===== src/cpr_consts.vh =====
// Constants of the paged register bank: offsets, fields, resets, timing.
// Assumes inclusion by its bare name from the design file only.
`ifndef CPR_CONSTS_VH
`define CPR_CONSTS_VH
// Avalon word index of each register; byte address is four times the index
`define CPR_IDX_BASE7      4'h7
`define CPR_IDX_LO         4'h8
`define CPR_IDX_HI         4'h9
`define CPR_IDX_MK_HI      4'ha
`define CPR_IDX_MK_MID     4'hb
`define CPR_IDX_MK_LO      4'hc
`define CPR_IDX_PT_HI      4'hd
`define CPR_IDX_PT_MID     4'he
`define CPR_IDX_PT_LO      4'hf
// Page choice codes
`define CPR_PAGE_PORT      3'h0
`define CPR_PAGE_IDENT     3'h1
`define CPR_PAGE_VENDOR    3'h7
// Base register 7 layout: page choice in [7:5], port choice in [3:0]
`define CPR_PAGE_MSB       7
`define CPR_PAGE_LSB       5
`define CPR_PORT_MSB       3
`define CPR_PORT_LSB       0
`define CPR_ONLY_PORT      4'h0
// Port status page field positions (bit 7 is the msb, bit 0 of the table)
`define CPR_DIS_BIT        0
`define CPR_BIAS_BIT       1
`define CPR_CON_BIT        2
`define CPR_CH_BIT         3
`define CPR_FAULT_BIT      3
`define CPR_PIE_BIT        4
`define CPR_EVT_BIT        4
// Neighbor rate codes
`define CPR_RATE_S400      3'h2
// Reset values
`define CPR_COMPLIANCE     8'h01
`define CPR_LINK_RATE_RST  2'h2
`define CPR_BRIDGE_ON      2'h3
`define CPR_BRIDGE_OFF     2'h0
// Debounce windows in their own units and derived cycle counts at 20 MHz
`define CPR_CLK_HZ         20000000
`define CPR_CON_MS         330
`define CPR_CON_CYC        (`CPR_CON_MS * (`CPR_CLK_HZ / 1000))
`define CPR_BIAS_NS        41600
`define CPR_BIAS_CYC       ((`CPR_BIAS_NS * (`CPR_CLK_HZ / 1000000) + 999) / 1000)
`endif


===== src/cpr_paged_regs.v =====
// Paged register bank (addresses 8..15) of a one-port cable PHY with base register 7.
// Assumes a synchronous Avalon-MM master and synchronous status inputs from the port logic.
`timescale 1ns/10ps
`include "cpr_consts.vh"
`default_nettype none

// Operation
// - Page choice 0 selects port status page; port choice picks the port.
// - Unimplemented chosen port makes every port status location read zero.
// - Only port number 0 exists.
// - Pair A state: 11 high impedance, 01 one, 10 zero, 00 invalid.
// - Pair B state uses the same code mapping as pair A.
// - Child flag 1 for child; disconnected, disabled or suspended read child.
// - Child flag meaningless after bus reset until tree identification ends.
// - Connected flag sets only after 330 to 350 ms stable connection.
// - Hardware reset clears connected flag; bus reset leaves it.
// - Bias flag sets only after 41.6 to 52 us continuous bias.
// - Port-off control disables port; hardware reset clears; bus reset keeps.
// - Neighbor rate: 000 S100, 001 S200, 010 S400; others invalid.
// - Neighbor rate invalid after bus reset until self-identification completes.
// - Neighbor rate never reported above the S400 code.
// - Enabled port event sets event flag and notifies link; hardware reset clears enable.
// - Resume or suspend fault sets fault flag and suspends the port.
// - Writing 1 clears fault flag; hardware reset clears; bus reset keeps.
// - Page choice 1 selects the identification page.
// - Identification address 8 reads compliance level 01h.
// - 24-bit maker code at 10..12, most significant byte first.
// - 24-bit part code at 13..15, most significant byte first.
// - Page 7: link rate at 8, bridge capability at 9, rest test space.
// - 3-bit page choice in register 7 selects page; reset to zero.
// - Event flag sets on connected, bias, disable or fault change when enabled.
module cpr_paged_regs #(
    parameter [23:0] MAKER_CODE = 24'h123456,   // Arbitrary value
    parameter [23:0] PART_CODE  = 24'h654321,   // Arbitrary value
    parameter [31:0] CON_CYC    = `CPR_CON_CYC
) (
    input  wire        CLOCK_I,
    input  wire        RST_N_I,
    input  wire [5:0]  AVS_ADDRESS_I,
    input  wire        AVS_READ_I,
    input  wire        AVS_WRITE_I,
    input  wire [31:0] AVS_WRITEDATA_I,
    input  wire [3:0]  AVS_BYTEENABLE_I,
    output reg  [31:0] AVS_READDATA_O,
    output reg         AVS_WAITREQUEST_O,
    input  wire [1:0]  PAIR_A_LINE_STATE_I,
    input  wire [1:0]  PAIR_B_LINE_STATE_I,
    input  wire        PORT_IS_CHILD_I,
    input  wire        CONNECT_RAW_I,
    input  wire        BIAS_RAW_I,
    input  wire [2:0]  PEER_RATE_I,
    input  wire        RESUMING_I,
    input  wire        SUSPENDING_I,
    input  wire        BRIDGE_STRAP_I,
    output reg         PORT_DISABLE_O,
    output reg         PORT_SUSPEND_O,
    output reg         PORT_EVENT_IRQ_FLAG_O,
    output reg         CONNECTED_O,
    output reg         BIAS_O
);

    reg  [2:0]  page_choice;
    reg  [3:0]  port_choice;
    reg         port_off;
    reg         port_event_irq_enable;
    reg         fault;
    reg  [1:0]  llc_rate;
    reg  [1:0]  bridge_report;
    reg         strap_done;
    reg  [31:0] con_cnt;
    reg  [15:0] bias_cnt;
    reg  [3:0]  prev_status;
    reg  [7:0]  rd_byte;

    wire [3:0]  index     = AVS_ADDRESS_I[5:2];
    // Writes land on the answering edge, the one where the master sees waitrequest low
    wire        wr_go     = AVS_WRITE_I & ~AVS_WAITREQUEST_O & AVS_BYTEENABLE_I[0];
    wire        rd_go     = AVS_READ_I & AVS_WAITREQUEST_O;
    wire        port_ok   = (port_choice == `CPR_ONLY_PORT);
    wire        on_port   = (page_choice == `CPR_PAGE_PORT) & port_ok;
    wire        wr_lo     = wr_go & (index == `CPR_IDX_LO);
    wire        wr_hi     = wr_go & (index == `CPR_IDX_HI);
    wire        resume_fault  = RESUMING_I & ~BIAS_O;
    wire        suspend_fault = SUSPENDING_I & BIAS_O;
    wire        fault_clr = wr_hi & on_port & AVS_WRITEDATA_I[`CPR_FAULT_BIT];
    wire        next_fault = (resume_fault | suspend_fault) ? 1'b1 : (fault_clr ? 1'b0 : fault);
    // Tree identification state is passed through as is; software waits for it to finish
    wire        child     = PORT_IS_CHILD_I | ~CONNECTED_O | port_off | PORT_SUSPEND_O;
    wire [2:0]  rate      = (PEER_RATE_I > `CPR_RATE_S400) ? `CPR_RATE_S400 : PEER_RATE_I;
    wire [3:0]  status    = {CONNECTED_O, BIAS_O, port_off, fault};
    wire        evt_clr   = wr_go & (index == `CPR_IDX_BASE7) & AVS_WRITEDATA_I[`CPR_EVT_BIT];

    // Avalon: one wait cycle, answer on the second edge of the request
    always @(posedge CLOCK_I or negedge RST_N_I) begin
        if (!RST_N_I) begin
            AVS_WAITREQUEST_O <= 1'b1;
        end else if ((AVS_READ_I | AVS_WRITE_I) & AVS_WAITREQUEST_O) begin
            AVS_WAITREQUEST_O <= 1'b0;
        end else begin
            AVS_WAITREQUEST_O <= 1'b1;
        end
    end

    // Read mux; reserved and foreign-page locations read zero
    always @* begin
        rd_byte = 8'h00;
        if (index == `CPR_IDX_BASE7) begin
            rd_byte = {page_choice, PORT_EVENT_IRQ_FLAG_O, port_choice};
        end else if (page_choice == `CPR_PAGE_PORT) begin
            if (port_ok && index == `CPR_IDX_LO) begin
                rd_byte = {PAIR_A_LINE_STATE_I, PAIR_B_LINE_STATE_I, child,
                           CONNECTED_O, BIAS_O, port_off};
            end else if (port_ok && index == `CPR_IDX_HI) begin
                rd_byte = {rate, port_event_irq_enable, fault, 3'h0};
            end
        end else if (page_choice == `CPR_PAGE_IDENT) begin
            case (index)
                `CPR_IDX_LO:     rd_byte = `CPR_COMPLIANCE;
                `CPR_IDX_MK_HI:  rd_byte = MAKER_CODE[23:16];
                `CPR_IDX_MK_MID: rd_byte = MAKER_CODE[15:8];
                `CPR_IDX_MK_LO:  rd_byte = MAKER_CODE[7:0];
                `CPR_IDX_PT_HI:  rd_byte = PART_CODE[23:16];
                `CPR_IDX_PT_MID: rd_byte = PART_CODE[15:8];
                `CPR_IDX_PT_LO:  rd_byte = PART_CODE[7:0];
                default:         rd_byte = 8'h00;
            endcase
        end else if (page_choice == `CPR_PAGE_VENDOR) begin
            if (index == `CPR_IDX_LO) begin
                rd_byte = {6'h00, llc_rate};
            end else if (index == `CPR_IDX_HI) begin
                rd_byte = {6'h00, bridge_report};
            end
        end
    end

    always @(posedge CLOCK_I or negedge RST_N_I) begin
        if (!RST_N_I) begin
            AVS_READDATA_O <= 32'h0000_0000;
        end else if (rd_go) begin
            AVS_READDATA_O <= {24'h00_0000, rd_byte};
        end
    end

    // Software-written state
    always @(posedge CLOCK_I or negedge RST_N_I) begin
        if (!RST_N_I) begin
            page_choice           <= `CPR_PAGE_PORT;
            port_choice           <= `CPR_ONLY_PORT;
            port_off              <= 1'b0;
            port_event_irq_enable <= 1'b0;
            llc_rate              <= `CPR_LINK_RATE_RST;
            bridge_report         <= `CPR_BRIDGE_OFF;
            strap_done            <= 1'b0;
        end else begin
            strap_done <= 1'b1;
            if (!strap_done) begin
                bridge_report <= BRIDGE_STRAP_I ? `CPR_BRIDGE_ON : `CPR_BRIDGE_OFF;
            end
            if (wr_go && index == `CPR_IDX_BASE7) begin
                page_choice <= AVS_WRITEDATA_I[`CPR_PAGE_MSB:`CPR_PAGE_LSB];
                port_choice <= AVS_WRITEDATA_I[`CPR_PORT_MSB:`CPR_PORT_LSB];
            end
            if (wr_lo && on_port) begin
                port_off <= AVS_WRITEDATA_I[`CPR_DIS_BIT];
            end
            if (wr_hi && on_port) begin
                port_event_irq_enable <= AVS_WRITEDATA_I[`CPR_PIE_BIT];
            end
            if (wr_lo && page_choice == `CPR_PAGE_VENDOR) begin
                llc_rate <= AVS_WRITEDATA_I[1:0];
            end
            if (wr_hi && page_choice == `CPR_PAGE_VENDOR) begin
                bridge_report <= AVS_WRITEDATA_I[1:0];
            end
        end
    end

    // Debounce, fault and event state
    always @(posedge CLOCK_I or negedge RST_N_I) begin
        if (!RST_N_I) begin
            con_cnt               <= 32'h0000_0000;
            bias_cnt              <= 16'h0000;
            CONNECTED_O           <= 1'b0;
            BIAS_O                <= 1'b0;
            fault                 <= 1'b0;
            PORT_SUSPEND_O        <= 1'b0;
            PORT_DISABLE_O        <= 1'b0;
            PORT_EVENT_IRQ_FLAG_O <= 1'b0;
            prev_status           <= 4'h0;
        end else begin
            // Connection must hold the full window; any drop restarts it
            if (!CONNECT_RAW_I) begin
                con_cnt     <= 32'h0000_0000;
                CONNECTED_O <= 1'b0;
            end else if (con_cnt >= CON_CYC - 32'h1) begin
                CONNECTED_O <= 1'b1;
            end else begin
                con_cnt <= con_cnt + 32'h1;
            end
            if (!BIAS_RAW_I) begin
                bias_cnt <= 16'h0000;
                BIAS_O   <= 1'b0;
            end else if ({16'h0000, bias_cnt} >= `CPR_BIAS_CYC - 1) begin
                BIAS_O <= 1'b1;
            end else begin
                bias_cnt <= bias_cnt + 16'h1;
            end
            fault <= next_fault;
            if (resume_fault | suspend_fault) begin
                PORT_SUSPEND_O <= 1'b1;
            end else if (RESUMING_I) begin
                PORT_SUSPEND_O <= 1'b0;
            end
            PORT_DISABLE_O <= port_off;
            prev_status    <= status;
            // Set beats the write-one clear
            if (port_event_irq_enable && (status != prev_status)) begin
                PORT_EVENT_IRQ_FLAG_O <= 1'b1;
            end else if (evt_clr) begin
                PORT_EVENT_IRQ_FLAG_O <= 1'b0;
            end
        end
    end

endmodule // cpr_paged_regs
`default_nettype wire


===== config.mk =====
export PLATFORM = sky130hd
export DESIGN_NAME = cpr_paged_regs
export DESIGN_NICKNAME = d
export VERILOG_FILES = /design/src/cpr_paged_regs.v
export VERILOG_INCLUDE_DIRS = /design/src /design/src/src
export SDC_FILE = /design/constraint.sdc
export NUM_CORES = 1
export LEC_CHECK = 0
export BUFFER_PORTS_ARGS = -buffer_cell sky130_fd_sc_hd__buf_2
export CORE_MARGIN = 8
export CORE_UTILIZATION = 54
export DETAILED_ROUTE_END_ITERATION = 7
export PLACE_DENSITY = 0.84
export SLEW_MARGIN = 5
export SYNTH_ARGS = -nofsm -noshare
export SYNTH_HDL_FRONTEND = slang
export SYNTH_SLANG_ARGS = --single-unit

===== constraint.sdc =====
create_clock -name CLOCK_I -period 2.8 [get_ports CLOCK_I]
set_clock_uncertainty 0.1 [all_clocks]
set_input_delay 0.14 -clock CLOCK_I [delete_from_list [all_inputs] [get_ports CLOCK_I]]
set_output_delay 0.14 -clock CLOCK_I [all_outputs]
set_load 0.05 [all_outputs]

==> Implementation_results.wiki <==
{| class="wikitable"
! Metric !! Value
|-
| Proportion of synthesized chip area in sequential cells || between 40% and 50%
|-
| Die X || approximately 100 µm
|-
| DRT antenna net count || 0
|-
| Root Buffer Master || clkbuf_8
|-
| Routed WL per cell || between 15 and 20 µm
|-
| Fraction of the mapped netlist area in compound gates || between 10% and 20%
|-
| Total non-filler cell area in the finished layout || about 4800 µm²
|-
| Detailed-placement wirelength estimate || around 6400 µm
|-
| Leakage Power || between 2 and 2.5 nW
|-
| Post-synthesis share of cell area spent on xor and xnor gates || roughly 1.6%
|-
| Floorplan die height || between 100 and 150 µm
|-
| Slew at the pin closest to its max-slew limit || between 0.9 and 1 ns
|-
| Area after DPL || ~4500 µm²
|-
| Switching share of total power || between 30% and 40%
|-
| Total power per unit cell area || 542 nW/µm²
|-
| Cell accounting for the most synthesized area || dfrtp_1
|-
| Main combinational cell family by area after synthesis || simple AND/OR/NAND/NOR gates
|-
| Clock network power share || 34.4%
|-
| Number of non-filler instances in the completed layout || around 590
|-
| Routed wire length || a little over 9000 µm
|-
| Clock buffer count from CTS || 9
|-
| Setup Crit Path Kind || flop to flop
|-
| Growth of design area from synthesis to finish || 13.1%
|-
| NumNets Final || roughly 550
|-
| TritonCTS clock tree || yes
|-
| Clk sinks || 80
|-
| Number of cell instances on the worst register-to-register path || 7
|-
| Global-route wire length before repair || between 15000 and 20000 µm
|-
| Final hold violation count || 0
|-
| Slew headroom || between 30 and 40%
|-
| Area of the core region || 7690 µm²
|-
| Layout cell share with drive strength beyond 1 || ~18%
|-
| Number of instances in the placed design || 560
|-
| #FFs+latches synth || 80
|-
| Buffers inserted during post-CTS setup optimization || 0
|-
| Global Route met3 Usage || slightly below 5%
|-
| Top flip-flop cell by instance count after synthesis || dfrtp_1
|-
| Maximum clock path buffer count || 2
|-
| Number of top-level pins || between 90 and 100
|-
| Endpoint type of the worst setup path || flop
|-
| Crit-path slowest cell || a221oi_4
|-
| Crit path DAT || between 2 and 3 ns
|-
| Met1 GRT Util || about 22%
|-
| Most used routing layer in global routing || met2
|-
| Total GRT Usage || approximately 17%
|-
| Setup repair after global routing missed its margin || no
|-
| Critical Path Max Stage Delay || 0.59 ns
|-
| Max-cap violation count || 0
|-
| Number of global-route vias before repair || roughly 3400
|-
| Largest net degree at the start of global routing || between 80 and 90
|-
| Final count of pins violating max slew || 0
|-
| Number of warning messages in the yosys log || 0
|-
| Insertion delay to the later sink of the worst-skew pair || ~0.36 ns
|-
| Number of buffers and inverters on the critical path || 1
|-
| Number of antenna diodes || 0
|-
| Critical-path maximum fanout || 15
|-
| Post-synthesis adder-cell area fraction || less than 1%
|-
| Cells traversed along the worst timing path || ha_1, nand3_1, or2_2, a221oi_4, buf_4, nor4_1, mux2i_1
|-
| Mapped Cells || between 400 and 500
|-
| Dominant delay contributor by cell family on the critical path || simple AND/OR/NAND/NOR gates
|-
| Final period demand of the worst path || about 2.4 ns
|-
| Net Sw Power || between 0.0008 and 0.0009 W
|-
| Share of flip-flops with an asynchronous set or reset || between 90% and 100%
|-
| Effective utilization at floorplan || between 50% and 60%
|-
| Depth of the worst hold-timing path || 3
|-
| Routed vias/inst || 5.74
|-
| R2r setup slk || roughly 0.37 ns
|-
| Largest vdd supply drop || roughly 0.30 mV
|-
| Multiplexer fraction of the synthesized cell area || under 10%
|-
| Power share of the sequential group || 48.6%
|-
| Internal power of the cells || 0.00177 W
|-
| Mean area per synthesized cell || ~9.9 µm²
|-
| Post-layout power || around 0.0026 W
|-
| Routability cong. || roughly 0.93
|-
| Worst hold path class || input port to flop
|-
| TNS Setup || 0 ns
|-
| Clock-pin slew of the registers on the worst-case setup and hold paths || roughly 0.090 ns
|-
| Critical path required time || around 2.9 ns
|-
| Cell Area, Synth || roughly 4300 µm²
|-
| Die Area || around 11000 µm²
|-
| Number of core rows || 32
|-
| Number of vias in the routed layout || roughly 3400
|-
| Fraction of power consumed by combinational cells || about 17%
|-
| Category of the worst setup path launch point || flop
|-
| Cell count along the critical path || 7
|-
| Finish-stage setup viols || 0
|-
| Share of the clock period used by the worst path || ~87%
|-
| # H-tree levels || 3
|-
| Met2 demand-to-capacity share in global routing || about 27%
|-
| 1st-iter DRT viols || 190
|-
| Remaining routing DRC violations || 0
|-
| Count of flip-flops with a built-in enable after synthesis || 0
|-
| Initial antenna violation count || 0
|-
| Synth top area share || between 40% and 50%
|-
| 1st-pass router iterations || 4
|-
| Synth top area cells || dfrtp_1 46%, mux2i_1 4.2%, buf_4 4.2%
|-
| Post-synthesis simple-gate area fraction || about 24%
|-
| IO Port Bufs || 43
|-
| Count of distinct cell types in the synthesized netlist || 56
|-
| Result of the run || complete, no violations
|-
| Achievable frequency || 411 MHz
|-
| GR Overflow Total || 0
|}
-- metal layers --
layer | share of wire [%] | up-vias
li1 | - | 1603
met1 | 43 | 1646
met2 | 48 | 130
met3 | 7.1 | 15
met4 | 2.0 | 0
met5 | 0 | -
-- what timing repair did --
| action | CTS | global route |
|---|---|---|
| resized for setup | 0 | 0 |
| hold endpoints to repair | 97 | 0 |
| hold buffers | 15 | 0 |
-- cell families after synthesis --
| family | after synthesis |
|---|---|
| muxes | 31 |
| other | 2 |
| and+or+nand+nor | 186 |
| adders and majority gates | 2 |
| buffers and inverters | 50 |
| AOI/OAI and AO/OA | 72 |
| DFF | 80 |
| xor gates and xnor gates | 8 |
-- final cells by class --
class | count | area [µm²]
tap | 102 | 128
clock buffer | 9 | 124
multi-input combinational | 324 | 2040
timing repair buffer | 62 | 398
inverter | 7 | 26.3
fill | 613 | 2880
clock inverter | 7 | 87.6
sequential | 80 | 2000
-- sequential cells by signal, indices dropped and copies added, names as in the netlist --
signal / count
llc_rate: 2
BIAS_O: 1
con_cnt: 32
port_off: 1
PORT_SUSPEND_O: 1
AVS_WAITREQUEST_O: 1
prev_status: 4
bias_cnt: 16
fault: 1
port_choice: 4
bridge_report: 2
strap_done: 1
port_event_irq_enable: 1
PORT_EVENT_IRQ_FLAG_O: 1
page_choice: 3
AVS_READDATA_O: 8
CONNECTED_O: 1
-- synthesized netlist by cell type, drive strengths merged, types with 5 or more instances --
cell type,count
dfrtp,78
nand2,42
buf,27
a21oi,23
and2,22
nor2,21
mux2i,18
clkbuf,16
nand2b,16
nand3,16
o21ai,15
mux2,13
nand4,12
nor4,11
or4,11
nor3,9
o31ai,9
inv,7
xnor2,7
or3,6
and3,5
-- stage by stage --
stage / setup WS [ns] / util [%] / hold WS [ns]
floorplan: 0.702 / - / -0.256
global placement: 0.457 / 57.9 / 0.214
detailed placement: 0.411 / 57.9 / 0.239
CTS: 0.395 / 62.6 / 0.0535
global route: 0.157 / 62.6 / 0.0549
finish: 0.366 / 62.6 / 0.0745
-- layout by cell type (no fill, tap or decap), types with 3 or more instances in the layout --
master,netlist,layout
a21oi_1,23,23
a221oi_1,3,3
clkinv_4,0,3
o21ai_0,15,15
o31ai_1,9,9
nand3b_1,4,4
nor2_1,21,21
nand4_1,12,12
buf_4,24,5
clkbuf_8,0,9
nand3_1,15,15
xnor2_1,7,7
or3_1,6,6
nand2b_1,16,16
mux2_2,13,13
dfrtp_1,78,78
dlygate4sd3_1,0,15
conb_1,2,25
mux2i_1,18,18
nor4_1,10,10
buf_2,1,42
a21o_1,4,4
nand2_1,42,42
or4_1,10,10
nor3_1,8,8
inv_1,7,7
and3_1,5,5
and2_1,21,21
-- power groups by stage --
stage	Sequential [W]	Clock (W)	Combinational (W)
2_1_floorplan	0.00138	0	0.000237
5_1_grt	0.00127	0.000958	0.000480
3_3_place_gp	0.00128	0	0.000414
3_5_place_dp	0.00129	0	0.000424
4_1_cts	0.00126	0.000913	0.000443
6_report	0.00127	0.000897	0.000444
-- worst register-to-register path: stages, from the launching register on --
cell and delay [ns]:
dfrtp_1 0.40, ha_1 0.18, nand3_1 0.12, or2_2 0.43
a221oi_4 0.59, buf_4 0.29, nor4_1 0.08, mux2i_1 0.13
-- path summary, 6_finish.rpt --
kind | end | startpoint
worst max-delay path | con_cnt[5] | con_cnt[0]
worst min register to register | prev_status[0] | fault
min in group asynchronous | page_choice[0] | RST_N_I
worst max register to register | con_cnt[5] | con_cnt[0]
max in group asynchronous | con_cnt[17] | RST_N_I
worst min-delay path | fault | SUSPENDING_I
No activity file was read; power rests on OpenSTA's default activity.
